`src/pin_mux_pkg.sv`:
```
`default_nettype none
package pin_mux_pkg;

  ////////////////////////////////////////////////////////////////////////////
  // Bus shape
  localparam int PADDR_W   = 8;
  localparam int PDATA_W   = 32;
  localparam int PSTRB_W   = 4;
  localparam int REG_W     = 8;
  localparam int PORT_A_W  = 8;
  localparam int PORT_C_W  = 6;

  ////////////////////////////////////////////////////////////////////////////
  // Register offsets
  localparam logic [PADDR_W-1:0] ADDR_SYS_CONFIG    = 8'h00;
  localparam logic [PADDR_W-1:0] ADDR_INT_EDGE_PIN  = 8'h04;
  localparam logic [PADDR_W-1:0] ADDR_PORT_C_DATA   = 8'h08;
  localparam logic [PADDR_W-1:0] ADDR_PORT_C_DIR    = 8'h0C;
  localparam logic [PADDR_W-1:0] ADDR_PORT_C_LEVELS = 8'h10;

  ////////////////////////////////////////////////////////////////////////////
  // Field positions
  localparam int SYS_HOST_BIT     = 1;
  localparam int SYS_CHAN_B_BIT   = 2;
  localparam int SYS_PORT_B_BIT   = 5;
  localparam int SYS_PORT_C_BIT   = 7;
  localparam int IEP_DAISY_BIT    = 2;
  localparam int IEP_STROBE_BIT   = 3;
  localparam int PC_CARRIER       = 0;
  localparam int PC_CLEAR_TO_SEND = 1;
  localparam int PC_WRITE_RTS     = 2;
  localparam int PC_TERM_READY    = 3;
  localparam int PC_SYNC          = 4;
  localparam int PC_WAIT_REQ      = 5;

  ////////////////////////////////////////////////////////////////////////////
  // Reset values
  localparam logic [REG_W-1:0]    SYS_CONFIG_RESET   = 8'h00;
  localparam logic [REG_W-1:0]    INT_EDGE_PIN_RESET = 8'h00;
  localparam logic [PORT_C_W-1:0] PORT_C_DATA_RESET  = 6'h00;
  localparam logic [PORT_C_W-1:0] PORT_C_DIR_RESET   = 6'h00;

  typedef enum logic [1:0] {FUNC_PRIMARY, FUNC_SECONDARY, FUNC_TERTIARY} pin_func_e;

endpackage : pin_mux_pkg
`default_nettype wire

```
`src/pin_function_mux.sv`:
```
`timescale 1ns/1ns
`default_nettype none
// Operation
// - Config bits one, two pick pin tier
// - Config bit seven swaps channel A, port C
// - Edge/pin bit three picks read or request strobe
// - Write strobe pin uses bit seven and bit three
// - Port C six, seven read irq pins only
// - Edge/pin bit two enables daisy chain out
// - Config bit five holds clear-to-send low
module pin_function_mux (
  input  wire logic                                clk,
  input  wire logic                                rst,
  input  wire logic                                psel,
  input  wire logic                                penable,
  input  wire logic                                pwrite,
  input  wire logic [pin_mux_pkg::PADDR_W-1:0]     paddr,
  input  wire logic [pin_mux_pkg::PDATA_W-1:0]     pwdata,
  input  wire logic [pin_mux_pkg::PSTRB_W-1:0]     pstrb,
  output logic      [pin_mux_pkg::PDATA_W-1:0]     prdata,
  output logic                                     pready,
  output logic                                     pslverr,
  input  wire logic                                pinClkEndIn,
  output logic                                     pinClkEndOut,
  output logic                                     pinClkEndOe,
  input  wire logic                                serialClock1OrDma0EndOut,
  input  wire logic                                serialClock1OrDma0EndOe,
  output logic                                     serialClock1OrDma0EndIn,
  input  wire logic                                chanBTerminalReadyOrRequestN,
  input  wire logic                                hostInterruptOut,
  input  wire logic                                pinReqIn,
  output logic                                     pinReqOut,
  output logic                                     pinReqOe,
  output logic                                     dma1RequestN,
  input  wire logic                                chanBWaitOrRequestN,
  input  wire logic                                hostTransmitReadyN,
  output logic                                     pinEndRtsOut,
  input  wire logic                                dma1EndN,
  input  wire logic                                chanBRequestToSendN,
  input  wire logic                                hostReceiveReadyN,
  input  wire logic [pin_mux_pkg::PORT_A_W-1:0]    pinPortAIn,
  output logic      [pin_mux_pkg::PORT_A_W-1:0]    pinPortAOut,
  output logic      [pin_mux_pkg::PORT_A_W-1:0]    pinPortAOe,
  input  wire logic [pin_mux_pkg::PORT_A_W-1:0]    portABitsOut,
  input  wire logic [pin_mux_pkg::PORT_A_W-1:0]    portABitsOe,
  output logic      [pin_mux_pkg::PORT_A_W-1:0]    portABitsIn,
  input  wire logic [pin_mux_pkg::PORT_A_W-1:0]    hostDataBusOut,
  input  wire logic                                hostDataBusOe,
  output logic      [pin_mux_pkg::PORT_A_W-1:0]    hostDataBusIn,
  input  wire logic [pin_mux_pkg::PORT_C_W-1:0]    pinPortCIn,
  output logic      [pin_mux_pkg::PORT_C_W-1:0]    pinPortCOut,
  output logic      [pin_mux_pkg::PORT_C_W-1:0]    pinPortCOe,
  input  wire logic                                chanAWaitOrRequestN,
  input  wire logic                                chanATerminalReadyOrRequestN,
  input  wire logic                                chanARequestToSendN,
  output logic                                     chanAClearToSendN,
  output logic                                     chanACarrierDetectN,
  input  wire logic                                chanASyncOut,
  input  wire logic                                chanASyncOe,
  output logic                                     chanASyncIn,
  input  wire logic                                cpuMemRequestN,
  input  wire logic                                cpuReadN,
  input  wire logic                                cpuWriteN,
  input  wire logic                                cpuBusDriveEn,
  output logic                                     pinMemStrobeOut,
  output logic                                     pinMemStrobeOe,
  input  wire logic                                ioChipSelectN,
  input  wire logic                                daisyChainEnableOut,
  output logic                                     pinChipSelOut,
  input  wire logic                                externalIrq1N,
  input  wire logic                                externalIrq2N,
  input  wire logic                                pinCts0In,
  output logic                                     async0ClearToSendN,
  output logic                                     portBBit1In
);
  import pin_mux_pkg::*;

  //////////////////////////////////////////////////////////////////////////////
  // Tier decode

  function automatic pin_func_e tierOf(input logic [REG_W-1:0] cfg);
    if (cfg[SYS_HOST_BIT]) begin
      tierOf = FUNC_TERTIARY;
    end else if (cfg[SYS_CHAN_B_BIT]) begin
      tierOf = FUNC_SECONDARY;
    end else begin
      tierOf = FUNC_PRIMARY;
    end
  endfunction : tierOf

  //////////////////////////////////////////////////////////////////////////////
  // Register file

  logic [REG_W-1:0]    sysCfgReg,    sysCfgNext;
  logic [REG_W-1:0]    intEdgeReg,   intEdgeNext;
  logic [PORT_C_W-1:0] portCDataReg, portCDataNext;
  logic [PORT_C_W-1:0] portCDirReg,  portCDirNext;
  logic [PDATA_W-1:0]  prdataReg,    prdataNext;
  logic                pslverrReg,   pslverrNext;
  logic [REG_W-1:0]    portCLevels;
  logic                setupPhase;
  logic                writeTaken;
  pin_func_e           tier;

  assign setupPhase  = psel && !penable;
  assign writeTaken  = psel && penable && pwrite && pstrb[0];
  assign portCLevels = {externalIrq2N, externalIrq1N, pinPortCIn};
  assign tier        = tierOf(sysCfgReg);

  always_comb begin
    sysCfgNext    = sysCfgReg;
    intEdgeNext   = intEdgeReg;
    portCDataNext = portCDataReg;
    portCDirNext  = portCDirReg;
    prdataNext    = prdataReg;
    pslverrNext   = pslverrReg;
    if (setupPhase) begin
      pslverrNext = 1'b0;
      case (paddr)
        ADDR_SYS_CONFIG:    prdataNext = {24'h000000, sysCfgReg};
        ADDR_INT_EDGE_PIN:  prdataNext = {24'h000000, intEdgeReg};
        ADDR_PORT_C_DATA:   prdataNext = {26'h0000000, portCDataReg};
        ADDR_PORT_C_DIR:    prdataNext = {26'h0000000, portCDirReg};
        ADDR_PORT_C_LEVELS: prdataNext = {24'h000000, portCLevels};
        default: begin
          prdataNext  = 32'h00000000;
          pslverrNext = 1'b1;
        end
      endcase
    end
    if (writeTaken) begin
      case (paddr)
        ADDR_SYS_CONFIG:   sysCfgNext    = pwdata[REG_W-1:0];
        ADDR_INT_EDGE_PIN: intEdgeNext   = pwdata[REG_W-1:0];
        ADDR_PORT_C_DATA:  portCDataNext = pwdata[PORT_C_W-1:0];
        ADDR_PORT_C_DIR:   portCDirNext  = pwdata[PORT_C_W-1:0];
        default: begin
          sysCfgNext = sysCfgReg;
        end
      endcase
    end
  end

  always_ff @(posedge clk) begin
    if (rst) begin
      sysCfgReg    <= SYS_CONFIG_RESET;
      intEdgeReg   <= INT_EDGE_PIN_RESET;
      portCDataReg <= PORT_C_DATA_RESET;
      portCDirReg  <= PORT_C_DIR_RESET;
      prdataReg    <= 32'h00000000;
      pslverrReg   <= 1'b0;
    end else begin
      sysCfgReg    <= sysCfgNext;
      intEdgeReg   <= intEdgeNext;
      portCDataReg <= portCDataNext;
      portCDirReg  <= portCDirNext;
      prdataReg    <= prdataNext;
      pslverrReg   <= pslverrNext;
    end
  end

  assign prdata  = prdataReg;
  assign pslverr = pslverrReg;
  assign pready  = 1'b1;

  //////////////////////////////////////////////////////////////////////////////
  // Pin routing

  always_comb begin
    pinClkEndOut            = serialClock1OrDma0EndOut;
    pinClkEndOe             = serialClock1OrDma0EndOe;
    serialClock1OrDma0EndIn = 1'b1;
    pinReqOut               = 1'b1;
    pinReqOe                = 1'b0;
    dma1RequestN            = 1'b1;
    pinEndRtsOut            = dma1EndN;
    case (tier)
      FUNC_PRIMARY: begin
        serialClock1OrDma0EndIn = pinClkEndIn;
        dma1RequestN            = pinReqIn;
      end
      FUNC_SECONDARY: begin
        pinClkEndOut = chanBTerminalReadyOrRequestN;
        pinClkEndOe  = 1'b1;
        pinReqOut    = chanBWaitOrRequestN;
        pinReqOe     = 1'b1;
        pinEndRtsOut = chanBRequestToSendN;
      end
      FUNC_TERTIARY: begin
        pinClkEndOut = hostInterruptOut;
        pinClkEndOe  = 1'b1;
        pinReqOut    = hostTransmitReadyN;
        pinReqOe     = 1'b1;
        pinEndRtsOut = hostReceiveReadyN;
      end
      default: begin
        pinClkEndOe = 1'b0;
      end
    endcase
  end

  always_comb begin
    if (sysCfgReg[SYS_HOST_BIT]) begin
      pinPortAOut   = hostDataBusOut;
      pinPortAOe    = {PORT_A_W{hostDataBusOe}};
      hostDataBusIn = pinPortAIn;
      portABitsIn   = 8'hFF;
    end else begin
      pinPortAOut   = portABitsOut;
      pinPortAOe    = portABitsOe;
      hostDataBusIn = 8'hFF;
      portABitsIn   = pinPortAIn;
    end
  end

  always_comb begin
    pinPortCOut         = portCDataReg;
    pinPortCOe          = portCDirReg;
    chanAClearToSendN   = 1'b1;
    chanACarrierDetectN = 1'b1;
    chanASyncIn         = 1'b1;
    if (!sysCfgReg[SYS_PORT_C_BIT]) begin
      pinPortCOut[PC_WAIT_REQ]   = chanAWaitOrRequestN;
      pinPortCOe[PC_WAIT_REQ]    = 1'b1;
      pinPortCOut[PC_TERM_READY] = chanATerminalReadyOrRequestN;
      pinPortCOe[PC_TERM_READY]  = 1'b1;
      pinPortCOut[PC_SYNC]       = chanASyncOut;
      pinPortCOe[PC_SYNC]        = chanASyncOe;
      pinPortCOut[PC_CLEAR_TO_SEND] = 1'b1;
      pinPortCOe[PC_CLEAR_TO_SEND]  = 1'b0;
      pinPortCOut[PC_CARRIER]    = 1'b1;
      pinPortCOe[PC_CARRIER]     = 1'b0;
      pinPortCOut[PC_WRITE_RTS]  = chanARequestToSendN;
      pinPortCOe[PC_WRITE_RTS]   = 1'b1;
      chanAClearToSendN          = pinPortCIn[PC_CLEAR_TO_SEND];
      chanACarrierDetectN        = pinPortCIn[PC_CARRIER];
      chanASyncIn                = pinPortCIn[PC_SYNC];
    end
    if (!intEdgeReg[IEP_STROBE_BIT]) begin
      pinPortCOut[PC_WRITE_RTS] = cpuMemRequestN | cpuWriteN;
      pinPortCOe[PC_WRITE_RTS]  = cpuBusDriveEn;
    end
  end

  always_comb begin
    pinMemStrobeOe = cpuBusDriveEn;
    if (intEdgeReg[IEP_STROBE_BIT]) begin
      pinMemStrobeOut = cpuMemRequestN;
    end else begin
      pinMemStrobeOut = cpuMemRequestN | cpuReadN;
    end
    pinChipSelOut = intEdgeReg[IEP_DAISY_BIT] ? daisyChainEnableOut : ioChipSelectN;
    if (sysCfgReg[SYS_PORT_B_BIT]) begin
      async0ClearToSendN = 1'b0;
      portBBit1In        = pinCts0In;
    end else begin
      async0ClearToSendN = pinCts0In;
      portBBit1In        = 1'b1;
    end
  end

  //////////////////////////////////////////////////////////////////////////////
  // Checks

  property p_hostTier;
    @(posedge clk) disable iff (rst)
      (tier == FUNC_TERTIARY) |->
        (pinClkEndOut == hostInterruptOut) && (pinReqOut == hostTransmitReadyN) &&
        (pinEndRtsOut == hostReceiveReadyN) && (dma1RequestN == 1'b1);
  endproperty
  a_hostTier: assert property (p_hostTier) else $error("Host tier not routed");

  property p_chanBTier;
    @(posedge clk) disable iff (rst)
      (writeTaken && paddr == ADDR_SYS_CONFIG && pwdata[2:1] == 2'b10) |=>
        (pinClkEndOut == chanBTerminalReadyOrRequestN) && pinReqOe &&
        (pinEndRtsOut == chanBRequestToSendN);
  endproperty
  a_chanBTier: assert property (p_chanBTier) else $error("Channel B tier not routed");

  property p_portCMode;
    @(posedge clk) disable iff (rst)
      sysCfgReg[SYS_PORT_C_BIT] |->
        (pinPortCOe[PC_WAIT_REQ] == portCDirReg[PC_WAIT_REQ]) &&
        (pinPortCOut[PC_SYNC] == portCDataReg[PC_SYNC]) && chanACarrierDetectN;
  endproperty
  a_portCMode: assert property (p_portCMode) else $error("Port C mode not routed");

  property p_strobeSel;
    @(posedge clk) disable iff (rst)
      (writeTaken && paddr == ADDR_INT_EDGE_PIN) |=>
        (pinMemStrobeOut == ($past(pwdata[3]) ? cpuMemRequestN : (cpuMemRequestN | cpuReadN)));
  endproperty
  a_strobeSel: assert property (p_strobeSel) else $error("Memory strobe mismatch");

  property p_writePin;
    @(posedge clk) disable iff (rst)
      !intEdgeReg[IEP_STROBE_BIT] |->
        (pinPortCOut[PC_WRITE_RTS] == (cpuMemRequestN | cpuWriteN)) &&
        (pinPortCOe[PC_WRITE_RTS] == cpuBusDriveEn);
  endproperty
  a_writePin: assert property (p_writePin) else $error("Write strobe pin mismatch");

  property p_irqLevels;
    @(posedge clk) disable iff (rst)
      (setupPhase && !pwrite && paddr == ADDR_PORT_C_LEVELS) |=>
        (prdata[7:6] == {$past(externalIrq2N), $past(externalIrq1N)});
  endproperty
  a_irqLevels: assert property (p_irqLevels) else $error("Irq levels not read");

  property p_daisy;
    @(posedge clk) disable iff (rst)
      intEdgeReg[IEP_DAISY_BIT] |-> (pinChipSelOut == daisyChainEnableOut);
  endproperty
  a_daisy: assert property (p_daisy) else $error("Daisy chain output missing");

  property p_ctsHeld;
    @(posedge clk) disable iff (rst)
      sysCfgReg[SYS_PORT_B_BIT] |-> !async0ClearToSendN && (portBBit1In == pinCts0In);
  endproperty
  a_ctsHeld: assert property (p_ctsHeld) else $error("Clear-to-send not held low");

  property p_idleInputs;
    @(posedge clk) disable iff (rst)
      (tier == FUNC_PRIMARY) |->
        (hostDataBusIn == 8'hFF) && (pinPortAOe == portABitsOe) && (dma1RequestN == pinReqIn);
  endproperty
  a_idleInputs: assert property (p_idleInputs) else $error("Unselected input active");

endmodule : pin_function_mux
`default_nettype wire

```
`config.mk`:
```
export PLATFORM = sky130hd
export DESIGN_NAME = pin_function_mux
export DESIGN_NICKNAME = d
export VERILOG_FILES = /design/src/pin_mux_pkg.sv /design/src/pin_function_mux.sv
export SDC_FILE = /design/constraint.sdc
export NUM_CORES = 1
export LEC_CHECK = 0
export ABC_AREA = 1
export BUFFER_PORTS_ARGS = -buffer_cell sky130_fd_sc_hd__buf_2
export CAP_MARGIN = 15
export CORE_MARGIN = 5
export CORE_UTILIZATION = 29
export CTS_CLUSTER_DIAMETER = 40
export DETAILED_ROUTE_END_ITERATION = 7
export PLACE_DENSITY = 0.71
export SKIP_LAST_GASP = 1
export SLEW_MARGIN = 20
export SYNTH_ARGS = -nofsm -noshare
export SYNTH_HDL_FRONTEND = slang
export SYNTH_SLANG_ARGS = --single-unit
```
`constraint.sdc`:
```
create_clock -name clk -period 0.95 [get_ports clk]
set_input_delay 0.095 -clock clk [delete_from_list [all_inputs] [get_ports clk]]
set_output_delay 0.095 -clock clk [all_outputs]
set_load 0.01 [all_outputs]
```
==> results of run 1 <==
## cell usage after synthesis (2+ instances only)
cell / count / area [um2]
buf_2: 2 / 10.0
nand3_1: 24 / 120
inv_1: 37 / 139
nor2_4: 4 / 45.0
o21ai_1: 4 / 20.0
dfxtp_1: 37 / 741
nand2_2: 2 / 12.5
nand3_2: 2 / 20.0
nor2_2: 3 / 18.8
buf_4: 26 / 195
nand2_4: 3 / 33.8
clkbuf_1: 9 / 33.8
o21ai_0: 30 / 150
or2_2: 8 / 50.1
nor2_1: 40 / 150
a21oi_1: 33 / 165
buf_6: 3 / 33.8
nand2_1: 128 / 480
conb_1: 2 / 7.51
## stage by stage
step | setup WS (ns) | hold slack, ns | setup TNS, ns | instances | instance area [um2]
after floorplan | -0.0299 | 0.257 | -0.363 | 426 | 2580
after CTS | -0.361 | 0.0759 | -16.35 | 692 | 3830
after global routing | -0.402 | 0.0858 | -17.99 | 694 | 3960
after detailed placement | -0.262 | 0.399 | -13.34 | 669 | 3420
final | -0.334 | 0.0858 | -14.88 | 694 | 3960
after global placement | -0.234 | 0.379 | -11.75 | 669 | 3420
## critical path: stages (launching register included)
cell	delay, ns
dfxtp_4	0.38
nor2_4	0.10
inv_2	0.06
or2_4	0.23
buf_6	0.12
## flip-flops by register name, indices dropped and copies added (netlist names)
name / cells
pslverr: 1
intEdgeReg: 8
portCDirReg: 6
prdata: 8
sysCfgReg: 8
portCDataReg: 6
## final cells by class
| cell class | count | area [um2] | share of cell area |
|---|---|---|---|
| clock buffer | 6 | 82.6 | 0.0209 |
| clock inverter | 2 | 13.8 | 0.00348 |
| inverter | 39 | 156 | 0.0395 |
| multi-input combinational | 310 | 1550 | 0.392 |
| sequential | 37 | 763 | 0.193 |
| tap | 105 | 131 | 0.0332 |
| timing repair buffer | 195 | 1260 | 0.318 |
## layer usage
metal  vias up  share of wire
met5         -              0
li1       1580              -
met4         0          0.014
met3        15          0.082
met2       146           0.51
met1      1445           0.40
## power breakdown
part | internal, mW | switching (mW) | total, mW | leakage (nW)
Clock | 0.588 | 0.594 | 1.18 | 0.0512
Combinational | 0.334 | 0.412 | 0.746 | 1.80
Sequential | 1.56 | 0.0150 | 1.57 | 0.305
## repair_timing
| item | 4_1_cts | 5_1_grt |
|---|---|---|
| buffers inserted | 15 | 3 |
| pin swaps | 11 | 11 |
| setup endpoints to repair | 59 | 83 |
| resized for setup | 64 | 44 |
## final timing paths
path / start / end / slack [ns] / cells after the start
hold / removal: pwdata[6] / intEdgeReg[6] / 0.09 / 3
hold reg to reg: intEdgeReg[5] / intEdgeReg[5] / 0.47 / 2
setup / recovery: sysCfgReg[1] / serialClock1OrDma0EndIn / -0.33 / 4
setup reg to reg: sysCfgReg[7] / prdata[7] / -0.13 / 7
## cells by family (layout without fill, tap and decap cells)
logic type / Yosys count / after routing / share of synthesized area
simple gates: 216 / 216 / 0.387
compound gates: 69 / 69 / 0.142
buf+inv: 79 / 242 / 0.169
other cells: 2 / 25 / 0.00303
flops: 37 / 37 / 0.299
==> impl_metrics.tcl, run 1 <==
set metrics [dict create \
    port_buffers 153 \
    io_pins 206 \
    dp_hpwl_um 7450 \
    crit_type "reg -> out" \
    root_buffer "clkbuf_8" \
    grtUsageMet1 0.222 \
    final_cell_mix "buf_2 (141), nand2_1 (113), nor2_1 (35), inv_1 (31), a21oi_1 (30)" \
    drc_errors 0 \
    violations "negative setup slack" \
    top_usage_layer "met2" \
    vdd_drop_max_mv 0.591 \
    grt_overflow 0 \
    cp-end-kind "output pin" \
    slew_viol_final 0 \
    synthFlopType "dfxtp_1" \
    final_core_util 0.479 \
    async_reset_ff_frac 0 \
    grt_max_degree 29 \
    grt_antenna_before_repair 0 \
    dr.pass1.iters 5 \
    h-tree-depth 2 \
    drtAntennaViolNets 0 \
    area_growth_pct 59.8 \
    synthesis.area_um2 2480 \
    hp-class "in -> reg" \
    power.density_nw_per_um2 885 \
    yosys_warnings 0 \
    clock_skew_ns 0.00895 \
    routed_wl_um 9460 \
    drive_gt1_frac 0.460 \
    drt_iter0_markers 237 \
    grt_use_total 0.171 \
    n_fill_cell 836 \
    cts_tree "yes" \
    rows 33 \
    num_vias 3186 \
    diodes 0 \
    synth-edff-count 0 \
    yosysUniqueCellTypes 25 \
    drv_cap 0 \
    clkSinkCount 37 \
    cts_buffers 5 \
    critPathRequiredTime_ns 0.85 \
    period_share 1.35 \
    die_x_um 102 \
    clk_pin_slew_worst_paths_ns 0.08 \
    yosysSeqAreaShare 0.299 \
    status "finished, violations left" \
    synth_area_per_cell_um2 6.14 \
    min_period_ns 1.28 \
    p_leak_nw 2.16 \
    ctsHoldBuffers 0 \
    nets 701 \
    total_power_mw 3.50 \
    groute.layer.met3.usage 0.0259 \
    synth-seq-cells 37 \
    routedWlPerCell_um 13.6 \
    arrival_ns 1.19 \
    cts.path.max_buffers 2 \
    gp_congestion 0.887 \
    grtUsageMet2 0.295 \
    clk_latency_ns 0.30 \
    core_area_um2 8260 \
    grt_pass1_vias 2891 \
    setup_slack_ns -0.334 \
    startpoint_type "flop" \
    vias_per_cell 4.59 \
    grt_pass1_wl_um 14000 \
    die_h_um 102 \
    setup_viol 58 \
    crit_fanout 5 \
    start_util 0.300 \
    rsz0062_at_grt "yes" \
    postSynthCellCount 403 \
    finalHoldViolations 0 \
    fmax_ghz 0.779 \
    mostFrequentLayoutCell "buf_2" \
    die_area_um2 10500 \
]
Power figures use the tool's default switching activity.
==> inputs of run 2 (changes only) <==
--- a/config.mk
+++ b/config.mk
@@ -12,7 +12,8 @@
 export CORE_UTILIZATION = 29
 export CTS_CLUSTER_DIAMETER = 40
 export DETAILED_ROUTE_END_ITERATION = 7
-export PLACE_DENSITY = 0.71
+export PLACE_DENSITY = 0.68
+export SKIP_CTS_REPAIR_TIMING = 1
 export SKIP_LAST_GASP = 1
 export SLEW_MARGIN = 20
 export SYNTH_ARGS = -nofsm -noshare
==> constraint.sdc (replaced) <==
create_clock -name clk -period 1.2 [get_ports clk]
set_input_delay 0.12 -clock clk [delete_from_list [all_inputs] [get_ports clk]]
set_output_delay 0.12 -clock clk [all_outputs]
set_load 0.01 [all_outputs]
==> run 2 against run 1 <==
Net effect:
- the run still ends with negative setup slack left
- via count fell by 4.0%
- critical path type unchanged
- highest routed layer unchanged
- clock-buffer cell count grew 1
- clock skew fell by 0.0040 ns
- largest cell class unchanged
- worst hold slack better by 0.030 ns
- routed wire length fell by 9.1%
==> impl_metrics.tcl, run 2 (synthesized netlist as in run 1, its figures left out) <==
set metrics [dict create \
    arrival_ns 1.29 \
    clock_skew_ns 0.00498 \
    clockPowerShare 0.385 \
    clk_pin_slew_worst_paths_ns 0.07 \
    h-tree-depth 2 \
    stdcell_area_um2 3680 \
    critPathMaxStageDelay_ns 0.43 \
    start_util 0.300 \
    intPower_mw 2.17 \
    top_usage_layer "met2" \
    power.density_nw_per_um2 798 \
    crit_type "reg -> out" \
    crit_family "buffers and inverters" \
    drtAntennaViolNets 0 \
    die_h_um 102 \
    startpoint_type "flop" \
    vdd_drop_max_mv 0.629 \
    p_sw_frac 0.261 \
    setup_tns_ns -6.14 \
    pwr-share-seq 0.423 \
    slew_viol_final 0 \
    cts_buffers 5 \
    dp_hpwl_um 6720 \
    cts_tree "yes" \
    diodes 0 \
    p_leak_nw 2.01 \
    grt_pass1_vias 2643 \
    power_frac_comb 0.192 \
    crit_buf_inv 3 \
    clkSinkCount 37 \
    pre_cts_slack_ns -0.0930 \
    grt_max_degree 26 \
    clk_latency_ns 0.29 \
    critPathRequiredTime_ns 1.08 \
    drt_iter0_markers 130 \
    dr.pass1.iters 8 \
    nets 688 \
    rows 33 \
    core_area_um2 8260 \
    rsz0062_at_grt "yes" \
    die_area_um2 10500 \
    status "finished, violations left" \
    crit_fanout 25 \
    groute.layer.met3.usage 0.0314 \
    drv_cap 0 \
    finalHoldViolations 0 \
    drc_errors 0 \
    crit_chain "clkinvlp_4 -> buf_12 -> nor2_1 -> a21oi_1 -> buf_2" \
    hold_ws_ns 0.116 \
    io_pins 206 \
    n_fill_cell 864 \
    cp-end-kind "output pin" \
    final_core_util 0.446 \
    vias_per_cell 4.49 \
    placed_cell_area_um2 3370 \
    port_buffers 153 \
    gp_congestion 0.825 \
    grt_pass1_wl_um 12200 \
    min_period_ns 1.41 \
    fmax_ghz 0.710 \
    grt_use_total 0.143 \
    die_x_um 102 \
    grtUsageMet2 0.243 \
    hp-class "in -> reg" \
    grt_overflow 0 \
    num_vias 3057 \
    mostFrequentLayoutCell "buf_2" \
    total_power_mw 2.94 \
    area_growth_pct 48.7 \
    drive_gt1_frac 0.399 \
    final_cell_mix "buf_2 (146), nand2_1 (123), nor2_1 (38), inv_1 (35)" \
    period_share 1.17 \
    routedWlPerCell_um 12.6 \
    cts.path.max_buffers 2 \
    dp_cells 665 \
    setup_viol 52 \
    cp_slowest_cell "dfxtp_4" \
    fin_cells 681 \
    p_sw_uw 766 \
    violations "negative setup slack" \
    routed_wl_um 8600 \
    root_buffer "clkbuf_8" \
    setup_slack_ns -0.208 \
    grt_antenna_before_repair 0 \
    grtUsageMet1 0.186 \
]
## run 2: cell types whose count changed in the layout (fill, tap and decap cells not counted), moves of 4 or more
| cell | change |
|---|---|
| nand2_1 | +10 |
| o21ai_0 | +9 |
| o21ai_1 | -9 |
| buf_6 | -8 |
| dfxtp_1 | +6 |
| buf_2 | +5 |
| buf_4 | -5 |
| nand2_2 | -5 |
| nand2_4 | -5 |
| buf_8 | -4 |
| dfxtp_2 | -4 |
| inv_1 | +4 |
| nor2_4 | -4 |
## run 2: routing by layer
layer  vias to the layer above  share of wire
li1                       1551              -
met1                      1364           0.40
met2                       132           0.49
met3                        10          0.095
met4                         0          0.012
met5                         -              0
## run 2: power by group through the flow
stage          Sequential, mW  Combinational (mW)  Clock [mW]
3_5_place_dp             1.28               0.532           0
6_report                 1.24               0.565        1.13
2_1_floorplan            1.28               0.295           0
3_3_place_gp             1.28               0.523           0
4_1_cts                  1.25               0.534        1.14
5_1_grt                  1.25               0.628        1.20
## run 2: path summary, 6_finish.rpt
path	from	to	slack, ns	cells after the start
setup reg to reg	sysCfgReg[7]	sysCfgReg[7]	0.17	4
hold / removal	pwdata[6]	sysCfgReg[6]	0.12	3
hold reg to reg	intEdgeReg[4]	intEdgeReg[4]	0.47	2
setup / recovery	sysCfgReg[1]	pinReqOut	-0.21	5
## run 2: area by class of cell
type,count,area [um2],share of cell area
Timing Repair Buffer,182,1070,0.292
Tap cell,105,131,0.0357
Clock buffer,7,86.3,0.0234
Sequential cell,37,751,0.204
Clock inverter,1,30.0,0.00815
Inverter,39,154,0.0418
Multi-Input combinational cell,310,1460,0.395
## run 2: worst reg2reg max path: stages, from the launching register on
cell and delay [ns]:
dfxtp_4 0.38, clkinvlp_4 0.17, buf_6 0.18, buf_4 0.13, a21oi_1 0.10
